## src/power_down_pkg.sv

```systemverilog
// Constants, field layout and carrier types for the power-down mode controller.
// Assumes a 32-bit classic Wishbone register bus and one 250 MHz clock.
package power_down_pkg;

    ////////////////////////////////////////////////////////////////////////////
    // Bus geometry
    localparam int WB_ADDR_W = 32;
    localparam int WB_DATA_W = 32;
    localparam int WB_SEL_W  = 4;

    ////////////////////////////////////////////////////////////////////////////
    // Register map (byte addresses)
    localparam logic [WB_ADDR_W-1:0] CONTROL_OFFSET = 32'h0000_0000;
    localparam logic [WB_ADDR_W-1:0] STATUS_OFFSET  = 32'h0000_0004;

    // Standby control fields
    localparam int CONTROL_W          = 8;
    localparam int STANDBY_SELECT_POS = 7;
    localparam int RESERVED_HI        = 6;
    localparam int RESERVED_LO        = 3;
    localparam int TIMER_GATE_POS     = 2;
    localparam int CALENDAR_GATE_POS  = 1;
    localparam int SERIAL_GATE_POS    = 0;
    localparam logic [CONTROL_W-1:0] CONTROL_RESET    = 8'h00;
    localparam logic [CONTROL_W-1:0] CONTROL_WRITABLE = 8'h87;

    // Status fields
    localparam int STATUS_PINS_LO  = 0;
    localparam int STATUS_HALT_POS = 2;
    localparam int STATUS_STANDBY_SELECT_BIT_POS = 3;
    localparam int STATUS_WAIT_POS = 4;

    ////////////////////////////////////////////////////////////////////////////
    // State pin codes {upper, lower}
    localparam logic [1:0] PINS_RESET   = 2'h3;
    localparam logic [1:0] PINS_SLEEP   = 2'h2;
    localparam logic [1:0] PINS_STANDBY = 2'h1;
    localparam logic [1:0] PINS_NORMAL  = 2'h0;

    // Interrupt event codes (values arbitrary)
    localparam int LEVEL_W     = 4;
    localparam int EVENT_W     = 12;
    localparam int LEVEL_SHIFT = 5;
    localparam logic [EVENT_W-1:0] NMI_EVENT_CODE   = 12'h1C0;
    localparam logic [EVENT_W-1:0] LEVEL_EVENT_BASE = 12'h200;

    ////////////////////////////////////////////////////////////////////////////
    // Types
    typedef enum logic [1:0] {
        mode_run,
        mode_sleep,
        mode_standby,
        mode_settle
    } mode_type;

    typedef struct packed {
        logic                 cyc;
        logic                 stb;
        logic                 we;
        logic [WB_ADDR_W-1:0] adr;
        logic [WB_SEL_W-1:0]  sel;
        logic [WB_DATA_W-1:0] dat;
    } wb_req_type;

    typedef struct packed {
        logic                 ack;
        logic [WB_DATA_W-1:0] dat;
    } wb_rsp_type;

    typedef struct packed {
        logic core;
        logic periph;
        logic bus_clock;
        logic timer;
        logic calendar;
        logic serial;
    } clk_en_type;

endpackage

```

## src/power_down_mode_control.sv

```systemverilog
// Power-down mode controller: standby control register, sleep/standby sequencing,
// module clock gating, state pins and wake handling.
// Assumes the core, interrupt logic and watchdog run on clk_i; level inputs and
// the nonmaskable input arrive from pins.
//
// Notes on behaviour
// - Control register read/write, zero on power-on
// - Bits 6..3 read zero, write zero
// - Select bit 0: sleep on request
// - Select bit 1: standby on request
// - Timer gate stops timer, clears start
// - Calendar gate stops interface, blocks access
// - Serial gate stops clock, resets pins
// - Gated timer pins hold previous levels
// - Sleep halts core, peripherals, bus clock run
// - Sleep pins high-low, refresh low-low
// - Sleep wakes on any interrupt, reset
// - Interrupt wake loads event code
// - Standby stops core, clocks, peripherals, bus
// - Standby entry clears timer start register
// - Standby pins low-high once clocks stop
// - Standby wake waits settling, then normal
// - No interval wake; level above mask
// - Block bit ignored; calendar-clocked peripherals only
// - Gating released by clearing or reset
// - Pin codes: reset, sleep, standby, normal
// - Manual reset keeps control register
`timescale 1ns/100ps

module power_down_mode_control
    import power_down_pkg::*;
#(
    parameter int TIMER_PIN_W = 3
) (
    // Clock and resets
    input  wire logic                       clk_i,
    input  wire logic                       rst_i,
    input  wire logic                       manual_reset_i,
    // Register bus
    input  wire power_down_pkg::wb_req_type wb_req_i,
    output      power_down_pkg::wb_rsp_type wb_rsp_o,
    // Processor core
    input  wire logic                       sleep_req_i,
    input  wire logic                       refresh_active_i,
    input  wire logic [LEVEL_W-1:0]         interrupt_mask_level_i,
    output      logic                       wake_o,
    output      logic [EVENT_W-1:0]         interrupt_event_o,
    // Interrupt sources
    input  wire logic                       nmi_pin_i,
    input  wire logic [LEVEL_W-1:0]         external_level_inputs_i,
    input  wire logic                       periph_irq_i,
    input  wire logic                       periph_calendar_i,
    input  wire logic [EVENT_W-1:0]         periph_code_i,
    // Watchdog settling
    input  wire logic                       settle_done_i,
    output      logic                       settle_start_o,
    // Clock enables and module control
    output      power_down_pkg::clk_en_type clk_en_o,
    output      logic                       timer_start_clear_o,
    output      logic                       calendar_access_block_o,
    output      logic                       serial_pins_reset_o,
    input  wire logic [TIMER_PIN_W-1:0]     timer_pin_i,
    output      logic [TIMER_PIN_W-1:0]     timer_pin_o,
    // State pins
    output      logic                       upper_state_pin_o,
    output      logic                       lower_state_pin_o
);

    import power_down_pkg::*;

    ////////////////////////////////////////////////////////////////////////////
    // Declarations
    mode_type             mode;
    logic [CONTROL_W-1:0] standby_control;
    logic                 nmi_meta;
    logic                 nmi_sync;
    logic [LEVEL_W-1:0]   level_meta;
    logic [LEVEL_W-1:0]   level_sync;
    logic                 level_ok;
    logic                 sleep_wake;
    logic                 standby_wake;
    logic [EVENT_W-1:0]   next_event;
    logic                 bus_req;
    logic                 hit_control;
    logic                 hit_status;
    logic                 control_write;
    logic                 gate_active;
    logic                 any_reset;
    logic                 timer_gated;
    logic [WB_DATA_W-1:0] read_word;

    function automatic logic [EVENT_W-1:0] level_event(input logic [LEVEL_W-1:0] lvl);
        level_event = LEVEL_EVENT_BASE
                    | EVENT_W'({lvl, LEVEL_SHIFT'(0)});
    endfunction

    function automatic logic [WB_DATA_W-1:0] widen(input logic [CONTROL_W-1:0] v);
        widen = WB_DATA_W'(v);
    endfunction

    ////////////////////////////////////////////////////////////////////////////
    // Pin synchronisers
    always_ff @(posedge clk_i) begin
        if (rst_i) begin
            nmi_meta   <= 1'b0;
            nmi_sync   <= 1'b0;
            level_meta <= '0;
            level_sync <= '0;
        end else begin
            nmi_meta   <= nmi_pin_i;
            nmi_sync   <= nmi_meta;
            level_meta <= external_level_inputs_i;
            level_sync <= level_meta;
        end
    end

    ////////////////////////////////////////////////////////////////////////////
    // Wake qualification; block bit deliberately not consulted
    assign any_reset    = rst_i | manual_reset_i;
    assign level_ok     = level_sync > interrupt_mask_level_i;
    assign sleep_wake   = nmi_sync | level_ok | periph_irq_i;
    assign standby_wake = nmi_sync | level_ok
                        | (periph_irq_i & periph_calendar_i);

    always_comb begin
        if (nmi_sync) begin
            next_event = NMI_EVENT_CODE;
        end else if (level_ok) begin
            next_event = level_event(level_sync);
        end else begin
            next_event = periph_code_i;
        end
    end

    ////////////////////////////////////////////////////////////////////////////
    // Mode sequencer
    always_ff @(posedge clk_i) begin
        if (any_reset) begin
            mode <= mode_run;
        end else begin
            unique case (mode)
                mode_run: begin
                    if (sleep_req_i) begin
                        mode <= standby_control[STANDBY_SELECT_POS]
                              ? mode_standby
                              : mode_sleep;
                    end
                end
                mode_sleep: begin
                    if (sleep_wake) begin
                        mode <= mode_run;
                    end
                end
                mode_standby: begin
                    if (standby_wake) begin
                        mode <= mode_settle;
                    end
                end
                mode_settle: begin
                    if (settle_done_i) begin
                        mode <= mode_run;
                    end
                end
            endcase
        end
    end

    // Wake pulse, settling start and event code
    always_ff @(posedge clk_i) begin
        if (any_reset) begin
            wake_o            <= 1'b0;
            settle_start_o    <= 1'b0;
            interrupt_event_o <= '0;
        end else begin
            wake_o         <= (mode == mode_sleep && sleep_wake)
                            | (mode == mode_settle && settle_done_i);
            settle_start_o <= mode == mode_standby && standby_wake;
            if ((mode == mode_sleep && sleep_wake)
                || (mode == mode_standby && standby_wake)) begin
                interrupt_event_o <= next_event;
            end
        end
    end

    ////////////////////////////////////////////////////////////////////////////
    // State pins
    always_ff @(posedge clk_i) begin
        if (any_reset) begin
            {upper_state_pin_o, lower_state_pin_o} <= PINS_RESET;
        end else begin
            unique case (mode)
                mode_sleep: begin
                    {upper_state_pin_o, lower_state_pin_o} <= refresh_active_i
                        ? PINS_NORMAL : PINS_SLEEP;
                end
                mode_standby, mode_settle: begin
                    {upper_state_pin_o, lower_state_pin_o} <= PINS_STANDBY;
                end
                mode_run: begin
                    {upper_state_pin_o, lower_state_pin_o} <= PINS_NORMAL;
                end
            endcase
        end
    end

    ////////////////////////////////////////////////////////////////////////////
    // Clock enables and module gating
    assign gate_active = ~manual_reset_i;
    assign timer_gated = standby_control[TIMER_GATE_POS] & gate_active;

    always_ff @(posedge clk_i) begin
        if (any_reset) begin
            clk_en_o                <= '1;
            timer_start_clear_o     <= 1'b0;
            calendar_access_block_o <= 1'b0;
            serial_pins_reset_o     <= 1'b0;
        end else begin
            clk_en_o.core      <= mode == mode_run;
            clk_en_o.periph    <= mode == mode_run || mode == mode_sleep;
            clk_en_o.bus_clock <= mode == mode_run || mode == mode_sleep;
            clk_en_o.timer     <= (mode == mode_run || mode == mode_sleep)
                                & ~timer_gated;
            clk_en_o.calendar  <= (mode == mode_run || mode == mode_sleep)
                                & ~(standby_control[CALENDAR_GATE_POS] & gate_active);
            clk_en_o.serial    <= (mode == mode_run || mode == mode_sleep)
                                & ~(standby_control[SERIAL_GATE_POS] & gate_active);
            timer_start_clear_o <= timer_gated
                                 | mode == mode_standby | mode == mode_settle;
            calendar_access_block_o <= standby_control[CALENDAR_GATE_POS]
                                     & gate_active;
            serial_pins_reset_o <= standby_control[SERIAL_GATE_POS]
                                 & gate_active;
        end
    end

    // Timer pins frozen while gated
    always_ff @(posedge clk_i) begin
        if (rst_i) begin
            timer_pin_o <= '0;
        end else if (!timer_gated) begin
            timer_pin_o <= timer_pin_i;
        end
    end

    ////////////////////////////////////////////////////////////////////////////
    // Wishbone slave
    assign bus_req       = wb_req_i.cyc & wb_req_i.stb;
    assign hit_control   = wb_req_i.adr == CONTROL_OFFSET;
    assign hit_status    = wb_req_i.adr == STATUS_OFFSET;
    assign control_write = bus_req & wb_req_i.we & wb_rsp_o.ack & hit_control
                         & wb_req_i.sel[0] & ~manual_reset_i;

    always_comb begin
        read_word = '0;
        if (hit_control) begin
            read_word = widen(standby_control);
        end else if (hit_status) begin
            read_word[STATUS_PINS_LO+1:STATUS_PINS_LO] =
                {upper_state_pin_o, lower_state_pin_o};
            read_word[STATUS_HALT_POS] = mode != mode_run;
            read_word[STATUS_STANDBY_SELECT_BIT_POS] = mode == mode_standby;
            read_word[STATUS_WAIT_POS] = mode == mode_settle;
        end
    end

    always_ff @(posedge clk_i) begin
        if (rst_i) begin
            wb_rsp_o <= '0;
        end else begin
            wb_rsp_o.ack <= bus_req & ~wb_rsp_o.ack;
            if (bus_req && !wb_rsp_o.ack) begin
                wb_rsp_o.dat <= read_word;
            end
        end
    end

    // Standby control register
    always_ff @(posedge clk_i) begin
        if (rst_i) begin
            standby_control <= CONTROL_RESET;
        end else if (control_write) begin
            standby_control <= wb_req_i.dat[CONTROL_W-1:0]
                             & CONTROL_WRITABLE;
        end
    end
endmodule // power_down_mode_control

```

## config.mk

```make
export PLATFORM = sky130hd
export DESIGN_NAME = power_down_mode_control
export DESIGN_NICKNAME = d
export VERILOG_FILES = /design/src/power_down_pkg.sv /design/src/power_down_mode_control.sv
export SDC_FILE = /design/constraint.sdc
export NUM_CORES = 1
export LEC_CHECK = 0
export BUFFER_PORTS_ARGS = -buffer_cell sky130_fd_sc_hd__buf_2
export CAP_MARGIN = 0
export CORE_UTILIZATION = 30
export DETAILED_ROUTE_END_ITERATION = 7
export PLACE_DENSITY = 0.63
export SKIP_CTS_REPAIR_TIMING = 1
export SLEW_MARGIN = 20
export SYNTH_ARGS = -nofsm -noshare
export SYNTH_HDL_FRONTEND = slang
export SYNTH_SLANG_ARGS = --single-unit
```

## constraint.sdc

```tcl
create_clock -name clk_i -period 2.9 [get_ports clk_i]
set_clock_uncertainty 0.15 [all_clocks]
set_input_delay 0.29 -clock clk_i [delete_from_list [all_inputs] [get_ports clk_i]]
set_output_delay 0.29 -clock clk_i [all_outputs]
set_load 0.01 [all_outputs]
```

* Word-level counts from Yosys, hierarchy flattened
Index checks and enable logic that the tools add are counted.
W data, S select, Z words.
** Operators by class
- Eq/ne operators :: 8
- Bitwise gates (word level) :: 26
- Reductions and logical operators :: 13
- $lt $le $gt $ge :: 1
- Multiplexer cells :: 14
** Operator list (count)
- $eq A32 B3 Y1 const B :: 1
- $logic_not A32 Y1 :: 1
- $mux W12 :: 2
- $and A1 B1 Y1 :: 14
- $mux W2 :: 6
- $mux W5 :: 2
- $ne A2 B2 Y1 const B :: 4
- $pmux W2 S4 :: 1
- $or A1 B1 Y1 :: 7
- $not A1 Y1 :: 5
- $eq A2 B2 Y1 const B :: 2
- $gt A4 B4 Y1 :: 1
- $logic_and A1 B1 Y1 :: 4
- $reduce_and A4 Y1 :: 1
- $mux W3 :: 1
- $pmux W1 S3 :: 1
- $reduce_or A3 Y1 :: 1
- $eq A2 B1 Y1 const B :: 1
- $logic_not A2 Y1 :: 1
- $logic_or A1 B1 Y1 :: 2
- $pmux W1 S2 :: 1
- $reduce_bool A2 Y1 :: 1
- $reduce_or A2 Y1 :: 1
- $logic_not A1 Y1 :: 1
** Word-level totals
- Register bits :: 76
- Input bits :: 103
- Word-level logic and storage cells :: 84
- Output and inout bits :: 61

* Logic depth before layout (Yosys ltp)
- Word-level depth :: 6
- Mapped depth :: 9
- Gate-level depth less buffers :: 7

* Worst setup path after synthesis
No wires, ideal clock.
- Path type :: input port to flip-flop
- Start point :: input port interrupt_mask_level_i[1]
- End point :: register interrupt_event_o[5]
- Slack :: 0.800 ns
- Cell stages on the path :: 9
- Required time :: 2.632 ns
- Arrival time :: 1.832 ns
- Buffers on the path :: 2
- Library setup time :: 0.118 ns
- Cells stage by stage :: inv_1 -> ha_1 -> and4_4 -> buf_6 -> a311oi_4 -> and2_1 -> o221ai_2 -> buf_6 -> o2bb2ai_1
** Between the ends
- Word-level cells in the longest chain between the ends :: 5
- Elaborated cells between the ends (all ways) :: 9
- Classes of those cells :: order compare: 1; mux: 2; bitwise: 3; reduce/logical: 3
** RTL lines
- start: declaration :: line power_down_mode_control.sv:45 : input wire logic [LEVEL_W-1:0] interrupt_mask_level_i,
- $gt A4 B4 Y1 * :: line power_down_mode_control.sv:120 : assign level_ok = level_sync > interrupt_mask_level_i;
- $or A1 B1 Y1 :: line power_down_mode_control.sv:121, power_down_mode_control.sv:122
- $or A1 B1 Y1, on equally long branches :: line power_down_mode_control.sv:121, power_down_mode_control.sv:123
- $logic_and A1 B1 Y1, on equally long branches :: line power_down_mode_control.sv:178, power_down_mode_control.sv:179
- $logic_or A1 B1 Y1 :: line power_down_mode_control.sv:179 : || (mode == mode_standby && standby_wake)) begin
- end signal: assignment :: line power_down_mode_control.sv:180 : interrupt_event_o <= next_event;
- end: declaration :: line power_down_mode_control.sv:47 : output logic [EVENT_W-1:0] interrupt_event_o,
Every way passes the cells marked *; elsewhere a longest branch is shown, timed or not.
A chain may end at the register's enable or synchronous reset.

* Worst setup path in the final report
- Start point :: register level_sync[2]
- End point :: register interrupt_event_o[1]
** Between the ends
- Word-level cells in the longest chain between the ends :: 5
- Elaborated cells between the ends (all ways) :: 9
- Classes of those cells :: order compare: 1; mux: 2; bitwise: 3; reduce/logical: 3
** RTL lines
- start: declaration :: line power_down_mode_control.sv:78 : logic [LEVEL_W-1:0] level_sync;
- start signal: assignment :: line power_down_mode_control.sv:113 : level_sync <= level_meta;
- $gt A4 B4 Y1 * :: line power_down_mode_control.sv:120
- $or A1 B1 Y1 :: line power_down_mode_control.sv:121, power_down_mode_control.sv:122
- $or A1 B1 Y1, on equally long branches :: line power_down_mode_control.sv:121, power_down_mode_control.sv:123
- $logic_and A1 B1 Y1, on equally long branches :: line power_down_mode_control.sv:178, power_down_mode_control.sv:179
- $logic_or A1 B1 Y1 :: line power_down_mode_control.sv:179
Marked as above.

==> flow_summary.toml <==
[logic_synthesis]
ys_seq_area_frac = 0.425
synth_edf_count = 0
synth.cell_area_um2 = 2360
synth_area_leaders = "dfxtp_1 (42%), buf_4 (8.6%), mux2i_1 (7.6%)"
synth.distinct_cells = 42
postSynthCellCount = 261
synth-seq-cells = 50
yosysTopAreaCell = "dfxtp_1"
synth_top_cell_area_share = 0.425
ys_async_sr_fraction = 0
yosys_warnings = 0
syn_avg_cell_area_um2 = 9.03
synthFlopType = "dfxtp_1"

[detailed_routing]
drtPass1Iterations = 4
wl_per_cell_um = 11.5
drt.antenna.violating_nets = 0
drc = 0
wl_mm = 5.30
num_vias = 2075
drtIter0Drc = 104
viasPerCell = 4.49

[sta]
fin_tns_setup_ps = 0
setup_ws_ps = 427
rsz0062_at_grt = "no"
maxSlewHeadroom = 0.399
worst_slew_pin_slew_ps = 901
final-hold-violation-count = 0
fin_crit_sh = 0.853
slew_viol_final = 0
max_freq_mhz = 404
period_minus_slack_ps = 2470
setup_viol = 0

[cells_and_area]
final_util = 0.401
final_cell_area_um2 = 2970
nets = 469
area_delta_synth_final_pct = 26.1
stdcell_count = 462
diodes = 0
final_layout_size_suffix_gt1_frac = 0.344

[power]
vdd_drop_max_mv = 0.214
p_per_area_nw_per_um2 = 461
power_leakage_nw = 1.41

[worst_hold_path]
hp-class = "input port to flip-flop"
whs_path_depth = 2
whs_endpoint = "upper_state_pin_o"
hp-start = "refresh_active_i"

[setup_path]
cp.required_ps = 2980
max_stage_delay_ps = 700
r2r_cells = 6
cp_max_fo = 12
r2r_start = "level_sync[2]"
worstSetupPathType = "flip-flop to flip-flop"
arrival_ps = 2550
timing.rr.end = "interrupt_event_o[1]"
cpMaxStageDelayCell = "o221ai_2"
setup.worst_path.end_class = "flip-flop"
cp-start-kind = "flip-flop"
r2r_setup_slack_ps = 430
cp_cell_sequence = "ha_1, nor3_1, a311oi_4, a21o_1, o221ai_2, mux2i_1"

[placement]
io_buffers = 106
placed_cells = 454
hpwl_mm = 4.15
gp_congestion = 0.752
place_area_um2 = 2860
dp_slack_ps = 308

[global_routing]
antenna_found_initial = 0
grt_pass1_vias = 1956
grt_usage = 0.132
grt_pass1_wl_mm = 8.76
grt_max_degree = 32
grt_overflow = 0

[floorplanning]
pin_count = 164
core_area_um2 = 7410
die_x_um = 90.6
initial_utilization = 0.318
die_h_um = 90.6
die_area_um2 = 8210
core.rowCount = 31

[clock_tree]
path_clk_slew_ps = 90
cts_root_buf = "clkbuf_8"
htree_levels = 2
cts-buffers-inserted = 5
cts_tree = "built"
cts_sinks = 50
clkLatencyLatePin_ps = 300
cts_max_path_buffers = 2

[outcome]
status = "finished, final reports clean"

[run]
maxCapViolations = 0
-- metal layers --
metal	wire length, um	GRT usage	share of wire
met5	0	0	0
met4	107	0.0524	0.020
met3	322	0.0286	0.061
met2	2560	0.220	0.48
met1	2310	0.163	0.44
-- worst max-delay path, delay by kind of cell (launching register included) --
kind,cells,cell delay (ps)
and+or+nand+nor,1,340
AOI/OAI and AO/OA,3,1000
muxes,1,270
DFF,1,330
adders and majority gates,1,300
-- power by group --
group / internal [mW] / total (mW) / switching [mW] / leakage, nW
combinational: 0.0768 / 0.168 / 0.0915 / 0.944
clock: 0.259 / 0.491 / 0.232 / 0.0585
sequential: 0.699 / 0.709 / 0.00916 / 0.407
-- metrics by stage --
stage | power, mW | hold WS [ps]
2_1_floorplan | 0.846 | 212
3_3_place_gp | 0.890 | 267
3_5_place_dp | 0.894 | 278
4_1_cts | 1.39 | 16.4
5_1_grt | 1.44 | 18.9
6_report | 1.37 | 20.4
-- area by class of cell --
class	instances	area, um2
Inverter	11	41.3
Timing Repair Buffer	108	546
Clock buffer	5	68.8
Tap cell	99	124
Fill cell	792	4440
Clock inverter	3	43.8
Multi-Input combinational cell	186	1150
Sequential cell	50	1000
-- cell usage in the layout, fill, tap and decap left out, types with 2 or more instances in the layout --
cell      count
buf_2       106
dfxtp_1      50
conb_1       26
nor2_1       22
nand2_1      21
mux2i_1      18
inv_1        11
a21oi_1      11
nor2b_1      11
nand3_1       9
nor4_1        7
o21ai_0       6
nand4_1       6
nor3_1        5
and2_1        5
clkbuf_8      5
ha_1          4
a21o_1        3
a22oi_1       3
or4_1         3
a211o_1       3
nand2b_1      2
a211oi_1      2
mux2_2        2
buf_4         2
-- logic make-up after synthesis --
family / count (synthesis) / synth area share
xor gates and xnor gates: 1 / 0.00372
DFF: 50 / 0.425
adders and majority gates: 4 / 0.0212
muxes: 20 / 0.0860
other: 1 / 0.00159
AOI/OAI and AO/OA: 35 / 0.108
and+or+nand+nor: 100 / 0.225
buffers and inverters: 50 / 0.130
-- registers in the layout (all words and copies together), names as in the netlist, 2 cells and up --
signal / count
interrupt_event_o: 12
wb_rsp_o: 7
clk_en_o: 5
level_meta: 4
level_sync: 4
standby_control: 4
timer_pin_o: 3
mode: 2
-- synthesized netlist by cell type (all sizes together), types with 4 or more instances --
cell type / count
dfxtp: 50
buf: 30
nor2: 23
nand2: 21
mux2i: 18
a21oi: 11
inv: 11
nor2b: 11
clkbuf: 9
nand3: 9
nor4: 8
nand4: 6
nor3: 6
o21ai: 6
and2: 5
ha: 4
-- how the worst max path moves through the flow --
stage	from	endpoint	slack, ps	depth (start not counted)
after floorplan	interrupt_mask_level_i[1]	interrupt_event_o[5]	800	9
after global placement	interrupt_mask_level_i[2]	interrupt_event_o[2]	380	8
after detailed placement	interrupt_mask_level_i[2]	interrupt_event_o[1]	310	8
after CTS	level_sync[2]	interrupt_event_o[1]	390	6
after global routing	level_sync[2]	interrupt_event_o[4]	220	6
final	level_sync[2]	interrupt_event_o[1]	430	6
(Power assumes the default switching activity.)
